## src/hdl/ivc_pkg.sv

```systemverilog
/*
  Constants for the interrupt vector and global control block: register
  offsets, field positions, reset values and vector table geometry.
  Assumes a single 100 MHz clock domain and 24-bit program addresses.
*/
package ivc_pkg;
  localparam int unsigned ADDR_W = 4;
  localparam int unsigned DATA_W = 16;
  localparam int unsigned PC_W = 24;
  localparam int unsigned NUM_EXT = 5;
  localparam int unsigned VEC_NUM_W = 7;
  localparam int unsigned BOOT_LIM_W = 13;

  // register offsets
  localparam logic [3:0] OFF_CTRL = 4'h0;
  localparam logic [3:0] OFF_STATUS = 4'h1;
  localparam logic [3:0] OFF_MASK = 4'h2;

  // control register fields
  localparam int unsigned BIT_GLOBAL_EN = 15;
  localparam int unsigned BIT_BLOCK = 14;
  localparam int unsigned BIT_ALT = 8;
  localparam logic [15:0] CTRL_WMASK = 16'h811f;
  localparam logic [15:0] CTRL_RESET = 16'h8000;

  // program address map
  localparam logic [23:0] RESET_VEC_ADDR = 24'h000000;
  localparam logic [23:0] RESET_TARGET_ADDR = 24'h000002;
  localparam logic [23:0] FIXED_VEC_LIMIT = 24'h000200;
  localparam logic [23:0] PRI_TABLE_BASE = 24'h000004;
  localparam logic [23:0] PRI_TABLE_END = 24'h0000ff;
  localparam logic [23:0] ALT_TABLE_BASE = 24'h000104;
  localparam logic [23:0] ALT_TABLE_END = 24'h0001ff;
  localparam logic [23:0] BOOT_PAGE_SIZE = 24'h000400;
  localparam logic [23:0] BOOT_ALT_OFFSET = 24'h0001fc;
  localparam logic [6:0] NUM_VECTORS = 7'h7e;
  localparam logic [6:0] NUM_TRAPS = 7'h08;
endpackage

```

## src/hdl/irq_vector_ctrl.sv

```systemverilog
/*
  Interrupt vector placement and global interrupt control.
  Assumes the core presents vector requests and timed-block starts on the
  same clock, the configuration inputs are static after reset, and the
  external interrupt pins are asynchronous.
*/
// The implementer's own choices: the register offsets and the address-and-strobe port.
`timescale 1ns/100ps

// Contract
// - start at 000000h; fixed vectors below 000200h
// - primary table 00004h..0000FFh by default
// - alternate table 000104h..0001FFh without boot
// - with boot: base = limit*1024 - 508
// - alternate only when configuration permits it
// - each source owns its own vector
// - bit 8 selects table, resets 0
// - bit 15 global enable, traps always serviced
// - bit 14 reads timed block active
// - bits 4..0 edge polarity, 1 falling
module irq_vector_ctrl import ivc_pkg::*; #(
  parameter int unsigned BLOCK_W = 14
) (
  // clock and reset
  input wire logic clk,
  input wire logic srst,
  // register port
  input wire logic [ADDR_W-1:0] reg_addr,
  input wire logic [DATA_W-1:0] reg_wdata,
  input wire logic reg_we,
  input wire logic reg_re,
  output logic [DATA_W-1:0] reg_rdata_q,
  // configuration
  input wire logic alt_vector_config_gate,
  input wire logic boot_segment_present,
  input wire logic [BOOT_LIM_W-1:0] boot_segment_limit,
  // core side
  input wire logic vec_req,
  input wire logic [VEC_NUM_W-1:0] vec_num,
  output logic vec_valid_q,
  output logic vec_refused_q,
  output logic [PC_W-1:0] vec_addr_q,
  output logic [PC_W-1:0] start_pc_q,
  input wire logic block_start,
  input wire logic [BLOCK_W-1:0] block_len,
  output logic global_irq_enable_q,
  output logic timed_irq_block_active_q,
  // external interrupt pins and interrupt out
  input wire logic [NUM_EXT-1:0] ext_irq_pin,
  output logic irq_q
);
  logic [DATA_W-1:0] ctrl_q, ctrl_d;
  logic [NUM_EXT-1:0] status_q, status_d, mask_q, mask_d;
  logic [NUM_EXT-1:0] sync1_q, sync2_q, prev_q, edge_ev;
  logic [BLOCK_W-1:0] block_cnt_q, block_cnt_d;
  logic [DATA_W-1:0] rdata_d;
  logic irq_d, vvalid_d, vref_d;
  logic [PC_W-1:0] vaddr_d, alt_base, base;
  logic use_alt;

  // external pins: two-flop synchroniser, edge picked per polarity bit
  genvar g;
  generate
    for (g = 0; g < NUM_EXT; g++) begin : g_edge
      assign edge_ev[g] = ctrl_q[g] ? (prev_q[g] & ~sync2_q[g])
                                    : (~prev_q[g] & sync2_q[g]);
    end
  endgenerate

  // table base selection
  always_comb begin
    use_alt = ctrl_q[BIT_ALT] & alt_vector_config_gate;
    if (boot_segment_present) begin
      alt_base = PC_W'({11'h000, boot_segment_limit} * BOOT_PAGE_SIZE) - BOOT_ALT_OFFSET;
    end else begin
      alt_base = ALT_TABLE_BASE;
    end
    base = use_alt ? alt_base : PRI_TABLE_BASE;
  end

  // register file and status
  always_comb begin
    ctrl_d = ctrl_q;
    mask_d = mask_q;
    status_d = status_q;
    if (reg_we && reg_addr == OFF_CTRL) begin
      ctrl_d = reg_wdata & CTRL_WMASK;
    end
    if (reg_we && reg_addr == OFF_MASK) begin
      mask_d = reg_wdata[NUM_EXT-1:0];
    end
    if (reg_we && reg_addr == OFF_STATUS) begin
      status_d = status_q & ~reg_wdata[NUM_EXT-1:0];
    end
    // a new edge wins over a same-cycle clear
    status_d = status_d | edge_ev;
    ctrl_d[BIT_BLOCK] = 1'b0;
    rdata_d = '0;
    if (reg_re) begin
      case (reg_addr)
        OFF_CTRL: begin
          rdata_d = ctrl_q;
          rdata_d[BIT_BLOCK] = timed_irq_block_active_q;
        end
        OFF_STATUS: rdata_d = {11'h000, status_q};
        OFF_MASK: rdata_d = {11'h000, mask_q};
        default: rdata_d = '0;
      endcase
    end
    irq_d = |(status_d & mask_d);
  end

  // timed interrupt block counter, one step per clock
  always_comb begin
    if (block_start) begin
      block_cnt_d = block_len;
    end else if (block_cnt_q != '0) begin
      block_cnt_d = block_cnt_q - BLOCK_W'(1);
    end else begin
      block_cnt_d = '0;
    end
  end

  // vector fetch: traps always, interrupts only while globally enabled
  always_comb begin
    vvalid_d = 1'b0;
    vref_d = 1'b0;
    vaddr_d = vec_addr_q;
    if (vec_req) begin
      if (vec_num >= NUM_VECTORS ||
          (vec_num >= NUM_TRAPS && !ctrl_q[BIT_GLOBAL_EN])) begin
        vref_d = 1'b1;
      end else begin
        vvalid_d = 1'b1;
        vaddr_d = base + {16'h0000, vec_num, 1'b0};
      end
    end
  end

  always_ff @(posedge clk) begin
    if (srst) begin
      ctrl_q <= CTRL_RESET;
      status_q <= '0;
      mask_q <= '0;
      sync1_q <= '0;
      sync2_q <= '0;
      prev_q <= '0;
      block_cnt_q <= '0;
      reg_rdata_q <= '0;
      irq_q <= 1'b0;
      vec_valid_q <= 1'b0;
      vec_refused_q <= 1'b0;
      vec_addr_q <= RESET_TARGET_ADDR;
      start_pc_q <= RESET_VEC_ADDR;
      global_irq_enable_q <= 1'b1;
      timed_irq_block_active_q <= 1'b0;
    end else begin
      ctrl_q <= ctrl_d;
      status_q <= status_d;
      mask_q <= mask_d;
      sync1_q <= ext_irq_pin;
      sync2_q <= sync1_q;
      prev_q <= sync2_q;
      block_cnt_q <= block_cnt_d;
      reg_rdata_q <= rdata_d;
      irq_q <= irq_d;
      vec_valid_q <= vvalid_d;
      vec_refused_q <= vref_d;
      vec_addr_q <= vaddr_d;
      start_pc_q <= RESET_VEC_ADDR;
      global_irq_enable_q <= ctrl_d[BIT_GLOBAL_EN];
      timed_irq_block_active_q <= block_cnt_d != '0;
    end
  end

  a_start_pc_fixed: assert property (@(posedge clk) start_pc_q == RESET_VEC_ADDR)
    else $error("start pc not at reset vector");
  a_primary_range: assert property (@(posedge clk) disable iff (srst)
    vec_req && !use_alt && $past(1'b1) |=> !vec_valid_q ||
      (vec_addr_q >= PRI_TABLE_BASE && vec_addr_q <= PRI_TABLE_END))
    else $error("primary vector out of table");
  a_alt_range: assert property (@(posedge clk) disable iff (srst)
    vec_req && use_alt && !boot_segment_present |=> !vec_valid_q ||
      (vec_addr_q >= ALT_TABLE_BASE && vec_addr_q <= ALT_TABLE_END))
    else $error("alternate vector out of table");
  a_boot_base: assert property (@(posedge clk) disable iff (srst)
    vec_req && use_alt && boot_segment_present && vec_num == '0 |=>
      vec_addr_q == PC_W'({11'h000, $past(boot_segment_limit)} * BOOT_PAGE_SIZE) - BOOT_ALT_OFFSET)
    else $error("boot alternate base wrong");
  a_alt_gated: assert property (@(posedge clk) disable iff (srst)
    !alt_vector_config_gate |-> base == PRI_TABLE_BASE)
    else $error("alternate table used without config");
  a_vector_unique: assert property (@(posedge clk) disable iff (srst)
    vec_req && ctrl_q[BIT_GLOBAL_EN] && vec_num < NUM_VECTORS |=>
      vec_valid_q && vec_addr_q == $past(base) + {16'h0000, $past(vec_num), 1'b0})
    else $error("vector address not per source");
  a_global_blocks: assert property (@(posedge clk) disable iff (srst)
    vec_req && !ctrl_q[BIT_GLOBAL_EN] && vec_num >= NUM_TRAPS |=> vec_refused_q && !vec_valid_q)
    else $error("interrupt serviced while disabled");
  a_block_status: assert property (@(posedge clk) disable iff (srst)
    block_start && block_len != '0 |=> timed_irq_block_active_q)
    else $error("block status not set");
  a_falling_edge: assert property (@(posedge clk) disable iff (srst)
    ctrl_q[0] && prev_q[0] && !sync2_q[0] |=> status_q[0])
    else $error("falling edge not captured");
  a_unimpl_zero: assert property (@(posedge clk) disable iff (srst)
    reg_re && reg_addr == OFF_CTRL |=> (reg_rdata_q & 16'h3ee0) == 16'h0000)
    else $error("unimplemented bits read nonzero");

  // register file, status, timed block and vector port consistency
  a_rising_edge: assert property (@(posedge clk) disable iff (srst)
    !ctrl_q[0] && !prev_q[0] && sync2_q[0] |=> status_q[0])
    else $error("rising edge not captured");

  a_wrong_edge: assert property (@(posedge clk) disable iff (srst)
    ctrl_q[1] && !prev_q[1] && sync2_q[1] && !status_q[1] |=> !status_q[1])
    else $error("edge of wrong polarity captured");

  a_status_sticky: assert property (@(posedge clk) disable iff (srst)
    status_q[0] && !(reg_we && reg_addr == OFF_STATUS && reg_wdata[0]) |=> status_q[0])
    else $error("status bit lost without clear");

  a_status_clear: assert property (@(posedge clk) disable iff (srst)
    reg_we && reg_addr == OFF_STATUS && reg_wdata[0] && !edge_ev[0] |=> !status_q[0])
    else $error("status bit not cleared");

  a_edge_sets: assert property (@(posedge clk) disable iff (srst)
    edge_ev[0] |=> status_q[0])
    else $error("edge lost against clear");

  a_irq_level: assert property (@(posedge clk) disable iff (srst)
    irq_q == |(status_q & mask_q))
    else $error("interrupt level wrong");

  a_enable_copy: assert property (@(posedge clk) disable iff (srst)
    global_irq_enable_q == ctrl_q[BIT_GLOBAL_EN])
    else $error("global enable output wrong");

  a_block_flag: assert property (@(posedge clk) disable iff (srst)
    timed_irq_block_active_q == (block_cnt_q != '0))
    else $error("block flag and counter disagree");

  a_block_idle: assert property (@(posedge clk) disable iff (srst)
    !block_start && block_cnt_q == '0 |=> !timed_irq_block_active_q)
    else $error("block flag set while idle");

  a_ctrl_unused: assert property (@(posedge clk) disable iff (srst)
    (ctrl_q & ~CTRL_WMASK) == 16'h0000)
    else $error("unimplemented control bit stored");

  a_write_ctrl: assert property (@(posedge clk) disable iff (srst)
    reg_we && reg_addr == OFF_CTRL |=> ctrl_q == ($past(reg_wdata) & CTRL_WMASK))
    else $error("control write not taken");

  a_read_select: assert property (@(posedge clk) disable iff (srst)
    reg_re && reg_addr == OFF_CTRL |=> reg_rdata_q[BIT_ALT] == $past(ctrl_q[BIT_ALT]))
    else $error("table select read wrong");

  a_read_block: assert property (@(posedge clk) disable iff (srst)
    reg_re && reg_addr == OFF_CTRL |=> reg_rdata_q[BIT_BLOCK] == $past(timed_irq_block_active_q))
    else $error("block status read wrong");

  a_read_idle: assert property (@(posedge clk) disable iff (srst)
    !reg_re |=> reg_rdata_q == '0)
    else $error("read data without strobe");

  a_read_unmapped: assert property (@(posedge clk) disable iff (srst)
    reg_re && reg_addr > OFF_MASK |=> reg_rdata_q == '0)
    else $error("unmapped read nonzero");

  a_vec_quiet: assert property (@(posedge clk) disable iff (srst)
    !vec_req |=> !vec_valid_q && !vec_refused_q)
    else $error("vector answer without request");

  a_vec_exclusive: assert property (@(posedge clk) disable iff (srst)
    !(vec_valid_q && vec_refused_q))
    else $error("vector granted and refused");

  a_out_of_range: assert property (@(posedge clk) disable iff (srst)
    vec_req && vec_num >= NUM_VECTORS |=> vec_refused_q)
    else $error("unknown source not refused");

  a_trap_served: assert property (@(posedge clk) disable iff (srst)
    vec_req && vec_num < NUM_TRAPS |=> vec_valid_q)
    else $error("trap not serviced");

  a_addr_hold: assert property (@(posedge clk) disable iff (srst)
    !vec_req |=> $stable(vec_addr_q))
    else $error("vector address moved without grant");

  a_pri_default: assert property (@(posedge clk) disable iff (srst)
    !ctrl_q[BIT_ALT] |-> base == PRI_TABLE_BASE)
    else $error("alternate table used while deselected");

  a_alt_base: assert property (@(posedge clk) disable iff (srst)
    ctrl_q[BIT_ALT] && alt_vector_config_gate && !boot_segment_present |-> base == ALT_TABLE_BASE)
    else $error("alternate base wrong");

  a_fixed_region: assert property (@(posedge clk) disable iff (srst)
    vec_valid_q && !boot_segment_present |-> vec_addr_q < FIXED_VEC_LIMIT)
    else $error("vector outside fixed region");

  a_mask_write: assert property (@(posedge clk) disable iff (srst)
    reg_we && reg_addr == OFF_MASK |=> mask_q == $past(reg_wdata[NUM_EXT-1:0]))
    else $error("mask write not taken");

  a_sync_chain: assert property (@(posedge clk) disable iff (srst)
    sync2_q == $past(sync1_q))
    else $error("synchroniser chain broken");
endmodule

```

## config.mk

```make
export PLATFORM = sky130hd
export DESIGN_NAME = irq_vector_ctrl
export DESIGN_NICKNAME = d
export VERILOG_FILES = /design/src/hdl/ivc_pkg.sv /design/src/hdl/irq_vector_ctrl.sv
export SDC_FILE = /design/constraint.sdc
export NUM_CORES = 1
export LEC_CHECK = 0
export BUFFER_PORTS_ARGS = -buffer_cell sky130_fd_sc_hd__buf_2
export CAP_MARGIN = 5
export CORE_MARGIN = 8
export CORE_UTILIZATION = 54
export DETAILED_ROUTE_END_ITERATION = 7
export GPL_TIMING_DRIVEN = 0
export PLACE_DENSITY = 0.9
export SLEW_MARGIN = 10
export SYNTH_ARGS = -nofsm -noshare
export SYNTH_HDL_FRONTEND = slang
export SYNTH_SLANG_ARGS = --single-unit
export TNS_END_PERCENT = 5
```

## constraint.sdc

```tcl
create_clock -name clk -period 5.13 [get_ports clk]
set_input_delay 0.7695 -clock clk [delete_from_list [all_inputs] [get_ports clk]]
set_output_delay 0.7695 -clock clk [all_outputs]
set_load 0.01 [all_outputs]
```

## After elaboration in Yosys (flattened, before gate mapping)

Cells that the tools add are included.

| storage, ports and cells | value |
|---|---|
| output and inout port bits | 69 |
| input port bits | 67 |
| word-level logic and storage cells | 78 |
| bits in registers | 91 |

| operators by class | value |
|---|---|
| reduce and logical (&&, ||, !) cells | 13 |
| bitwise operators | 28 |
| $add $sub $neg | 3 |
| equal/unequal tests | 2 |
| $lt $le $gt $ge | 2 |
| multiplexer cells | 15 |

Operator list:

| cell | count |
|---|---|
| 24-bit two-way mux | 2 |
| 16-bit one-hot mux with 3 select lines | 1 |
| 14-bit two-way mux | 2 |
| 14-bit nonzero test | 2 |
| 24-bit by 8-bit adder with 24-bit output | 1 |
| 23-bit by 9-bit subtractor with 24-bit output (second input constant) | 1 |
| 16-bit two-way mux | 1 |
| 14-bit by 1-bit subtractor with 14-bit output (second input constant) | 1 |
| 1-bit inverter | 13 |
| 1-bit bitwise AND | 11 |
| 5-bit bitwise AND | 2 |
| 5-bit two-way mux | 2 |
| 7-bit by 4-bit >= comparator with 1-bit output (second input constant) | 1 |
| 7-bit >= comparator (second input constant) | 1 |
| 1-bit two-way mux | 7 |
| 5-bit inverter | 1 |
| 5-bit OR | 1 |
| 5-bit OR reduction | 1 |
| 4-bit by 1-bit equality test with 1-bit output (second input constant) | 1 |
| 4-bit by 2-bit equality test with 1-bit output (second input constant) | 1 |
| 1-bit logical AND | 4 |
| 4-bit zero test | 1 |
| 2-bit OR reduction | 2 |
| 2-bit AND reduction | 1 |
| 2 further kinds | 2 |

## Logic depth before layout (Yosys ltp)

| logic depth | value |
|---|---|
| word-level depth | 6 |
| depth in mapped cells | 9 |
| mapped depth without buffers | 7 |

## Least setup slack after synthesis

No wires, ideal clock.

| timing | value |
|---|---|
| path kind | input to register |
| start | in boot_segment_limit[8] |
| end | reg vec_addr_q[20] |
| buffers on the path | 0 |
| arrival | 2066 ps |
| path slack | 2933 ps |
| library setup time | 131 ps |
| cell stages on the path | 5 |
| data required time | 4999 ps |
| cells stage by stage | or4_4 or4b_4 xnor2_2 nand3_1 a21oi_2 |

| on the way | value |
|---|---|
| longest elaborated chain between the ends | 4 |

RTL lines:

| element | RTL line | source |
|---|---|---|
| from (decl) | irq_vector_ctrl.sv:36 | `input wire logic [BOOT_LIM_W-1:0] boot_segment_limit,` |
| 23-bit by 9-bit subtractor with 24-bit output | irq_vector_ctrl.sv:74 | `alt_base = PC_W'({11'h000, boot_segment_limit} * BOOT_PAGE_SIZE) - BOOT_ALT_OFFSET;` |
| 24-bit two-way mux | irq_vector_ctrl.sv:73 | `if (boot_segment_present) begin` |
| 24-bit two-way mux | irq_vector_ctrl.sv:78 | `base = use_alt ? alt_base : PRI_TABLE_BASE;` |
| 24-bit by 8-bit adder with 24-bit output | irq_vector_ctrl.sv:135 | `vaddr_d = base + {16'h0000, vec_num, 1'b0};` |
| to (signal assigned) | irq_vector_ctrl.sv:169 | `vec_addr_q <= vaddr_d;` |
| to (decl) | irq_vector_ctrl.sv:42 | `output logic [PC_W-1:0] vec_addr_q,` |

Every way passes these cells.
A chain may end at the register's enable or synchronous reset.

## Worst setup path after layout

| timing | value |
|---|---|
| start | reg block_cnt_q[0] |
| end | reg timed_irq_block_active_q |

| on the way | value |
|---|---|
| longest elaborated chain between the ends | 4 |
| elaborated cells on any way between the ends | 5 |
| those cells by class | add/sub (1); mux (2); reduce/logical (2) |

RTL lines:

| element | RTL line | source |
|---|---|---|
| from (decl) | irq_vector_ctrl.sv:55 | `logic [BLOCK_W-1:0] block_cnt_q, block_cnt_d;` |
| from (signal assigned) | irq_vector_ctrl.sv:164 | `block_cnt_q <= block_cnt_d;` |
| 14-bit by 1-bit subtractor with 14-bit output / 14-bit nonzero test (equally long branches) | irq_vector_ctrl.sv:118, irq_vector_ctrl.sv:117 |  |
| 14-bit two-way mux (*) | irq_vector_ctrl.sv:117 | `end else if (block_cnt_q != '0) begin` |
| 14-bit two-way mux (*) | irq_vector_ctrl.sv:115 | `if (block_start) begin` |
| 14-bit nonzero test (*) | irq_vector_ctrl.sv:172 | `timed_irq_block_active_q <= block_cnt_d != '0;` |
| to (signal assigned) | irq_vector_ctrl.sv:156 | `timed_irq_block_active_q <= 1'b0;` |
| to (signal assigned) | irq_vector_ctrl.sv:172 |  |
| to (decl) | irq_vector_ctrl.sv:47 | `output logic timed_irq_block_active_q,` |

Mark *: on every way between the ends. The rest lies on a longest branch, timed or not.

==> Flow_metrics.wiki <==
{| class="wikitable"
! Metric !! Value
|-
| Pin count of the biggest net entering global routing || 14
|-
| Post-synthesis sequential element count || around 80
|-
| Period utilization || 0.488
|-
| Delay contributed by the slowest stage of the critical path || 0.62 ns
|-
| Max-slew violation count || 0
|-
| Drt total wl || 10600 µm
|-
| Largest family of logic cells by synthesized area || simple AND/OR/NAND/NOR gates
|-
| Count of input and output buffers || 90
|-
| Full die area || around 10000 µm²
|-
| # IOs || 136
|-
| Clock Latency Late Sink || 0.34 ns
|-
| Clock buffers created by TritonCTS || 9
|-
| Avg WL per Cell || 14.9 µm
|-
| Final critical-path required period || between 2 and 3 ns
|-
| Via count normalized by instance count || between 5 and 6
|-
| Data arrival at the endpoint of the critical path || about 2.7 ns
|-
| Worst-case vdd ir drop || about 0.17 mV
|-
| Number of nets in the layout || a little under 700
|-
| 1st-pass router iterations || 4
|-
| Worst setup path startpoint || block_cnt_q[0]
|-
| Synth Warn # || 0
|-
| GRT Resource Usage Total || 0.199
|-
| Starting Density || 0.554
|-
| Unrepaired setup endpoints after global routing || no
|-
| Layout Utilization || 0.677
|-
| HPWL after detailed placement || 8090 µm
|-
| XOR/XNOR Fraction of Synth Area || 0.0547
|-
| # resized after CTS || 0
|-
| Number of levels in the clock H-tree || 3
|-
| Leakage power figure || roughly 2.2 nW
|-
| Die Ht || 102 µm
|-
| Vias after detailed routing || around 3700
|-
| Hold Worst Slack || 0.449 ns
|-
| CP required || 5.32 ns
|-
| Hold-fix buffers, CTS || 0
|-
| HP Start || sync1_q[3]
|-
| # setup viols final || 0
|-
| RePlAce Congestion || 0.908
|-
| Share of the synthesized area in compound gates (AO/OA/AOI/OAI) || 0.125
|-
| Share of layout cells above drive strength 1 || 0.257
|-
| Aggregate global routing overflow || 0
|-
| Startpoint-to-endpoint class of the critical path || flop to flop
|-
| TritonCTS clock tree || built
|-
| Startpoint Class || flop
|-
| # Max-Cap Violations || 0
|-
| FF-to-FF Start || block_cnt_q[0]
|-
| Area share of fa/ha/maj cells after synthesis || 0.0157
|-
| Sum Neg Setup Slack || 0 ns
|-
| Most frequently used flop master after synthesis || sky130_fd_sc_hd__dfxtp_1
|-
| Hold violation count in the final report || 0
|-
| CTS Root Buffer Type || sky130_fd_sc_hd__clkbuf_8
|-
| Syn Std Cell Area || 3980 µm²
|-
| Detailed Route Iter0 Violations || slightly below 200
|-
| Share of async-settable or async-resettable flops after synthesis || 0
|-
| Layout Skew || about 0.0074 ns
|-
| Final Instance Count excl. Fillers || just over 700
|-
| Vias in the first global route || 3571
|-
| Total setup buffers inserted after CTS || 0
|-
| Syn-to-layout area delta || 22.2%
|-
| DIE WIDTH || 102 µm
|-
| Clock slew at the register clock pins of the worst setup and hold paths || 0.08 ns
|-
| Antenna Violating Nets Remaining || 0
|-
| Post-synth EDFFs || 0
|-
| Share of the yosys chip area belonging to registers || 0.408
|-
| Achievable Freq || 0.399 GHz
|-
| Cell at the slowest stage of the critical path || sky130_fd_sc_hd__nor3b_1
|-
| Total placed cells including tap cells || 695
|-
| Overall Power || 1.37 mW
|-
| Outcome || finished, final reports clean
|-
| Total number of placement rows || 31
|-
| CTS Sinks || 81
|-
| Number of distinct standard cells referenced by the synthesized netlist || between 50 and 60
|-
| Worst slew margin relative to its limit || 0.507
|-
| Core area || approximately 7200 µm²
|-
| Worst hold path class || flop to flop
|-
| Synth Instances || 474
|-
| Antenna diode count || 0
|-
| Global-route wire length before repair || 16600 µm
|-
| Post-synthesis area per instance || 8.39 µm²
|-
| Ordered cell list for the critical path || buf_2 -> inv_1 -> ha_1 -> nor3b_1 -> nand3_1 -> xnor2_1 -> a2111oi_0 -> o22ai_1
|-
| DRC violations left || 0
|-
| Crit Path Max Fanout || 10
|-
| Transition at the pin with the smallest max-transition slack || 0.733 ns
|-
| Buffer levels on the longest clock path || 2
|-
| Basic-gate share of the synthesized area counting and, or, nand and nor cells || 0.272
|-
| Critical Path End Type || flop
|-
| PD cells || about 280 nW/µm²
|-
| Number of antenna violations at the first check in global routing || 0
|-
| Portion of netlist area occupied by mux cells || 0.0277
|}
[final timing paths]
| path | cells after the start | to | slack [ns] |
|---|---|---|---|
| setup reg to reg | 8 | timed_irq_block_active_q | 2.63 |
| hold reg to reg | 1 | sync2_q[3] | 0.45 |
| hold / removal | 1 | sync2_q[3] | 0.45 |
| setup / recovery | 8 | timed_irq_block_active_q | 2.63 |
[registers in the layout, indices dropped and copies added (netlist names)]
name / count
ctrl_q: 7
sync2_q: 5
timed_irq_block_active_q: 1
irq_q: 1
vec_addr_q: 23
sync1_q: 5
block_cnt_q: 14
prev_q: 5
mask_q: 5
vec_refused_q: 1
reg_rdata_q: 8
vec_valid_q: 1
status_q: 5
[layout make-up]
class                      instances  area, µm²
multi-input combinational        361       2090
sequential                        81       1620
buffer                            56        355
clock buffer                      11        131
clock inverter                     5       56.3
timing repair buffer              90        450
tap                               99        124
fill                             578       2320
inverter                           8       30.0
[metrics by stage]
stage	setup WS, ns	cell area [µm²]
2_1_floorplan	2.93	4100
3_3_place_gp	2.59	4670
3_5_place_dp	2.55	4670
4_1_cts	2.65	4860
5_1_grt	2.36	4860
6_report	2.63	4860
[cells in the mapped netlist, drive strengths merged, types with 4 or more instances]
cell | instances | share of area
or3 | 12 | 0.019
dfxtp | 81 | 0.41
xnor2 | 16 | 0.037
nand4 | 4 | 0.0063
o21ai | 5 | 0.0063
mux2i | 11 | 0.028
nand2 | 39 | 0.037
nor3b | 5 | 0.011
nand3 | 35 | 0.044
inv | 8 | 0.0075
nor2 | 50 | 0.047
a211oi | 5 | 0.0094
a22oi | 4 | 0.0075
nand3b | 4 | 0.0075
nor3 | 11 | 0.014
buf | 42 | 0.075
xor2 | 8 | 0.018
clkbuf | 14 | 0.014
nor4 | 7 | 0.014
a21oi | 42 | 0.054
ha | 5 | 0.016
nor2b | 22 | 0.035
o22ai | 4 | 0.0063
[cell families after synthesis]
logic type      after synthesis
xor+xnor                     24
fa+ha+maj                     5
buf+inv                      64
other cells                   1
simple gates                208
flops                        81
mux                          11
compound gates               80
[per-layer routing]
metal | track usage | vias to the layer above | wire (µm)
met5 | 0 | - | 0
met2 | 0.339 | 154 | 5060
li1 | - | 1854 | -
met4 | 0.0643 | 0 | 106
met1 | 0.241 | 1731 | 4560
met3 | 0.0456 | 9 | 845
[worst max-delay path: cells and delay by family (launching register included)]
kind                       cells  cell delay [ns]
AOI/OAI and AO/OA              2             0.55
xor gates and xnor gates       1             0.20
adders and majority gates      1             0.25
buffers and inverters          2             0.25
DFF                            1             0.30
and+or+nand+nor                2             0.80
[report_power, final]
group,internal (mW),switching [mW]
clock network,0.225,0.222
logic,0.107,0.139
registers,0.654,0.0225
total,0.986,0.383
[cells in the final DEF, fill, tap and decap left out, types with 9 or more instances in the layout]
cell type / count
sky130_fd_sc_hd__buf_2: 98
sky130_fd_sc_hd__dfxtp_1: 81
sky130_fd_sc_hd__nor2_1: 50
sky130_fd_sc_hd__a21oi_1: 41
sky130_fd_sc_hd__nand2_1: 39
sky130_fd_sc_hd__nand3_1: 35
sky130_fd_sc_hd__buf_4: 33
sky130_fd_sc_hd__conb_1: 33
sky130_fd_sc_hd__nor2b_1: 22
sky130_fd_sc_hd__clkbuf_1: 15
sky130_fd_sc_hd__xnor2_1: 15
sky130_fd_sc_hd__or3_1: 12
sky130_fd_sc_hd__nor3_1: 11
sky130_fd_sc_hd__mux2i_1: 11
sky130_fd_sc_hd__clkbuf_8: 9
Power figures use the tool's default switching activity.
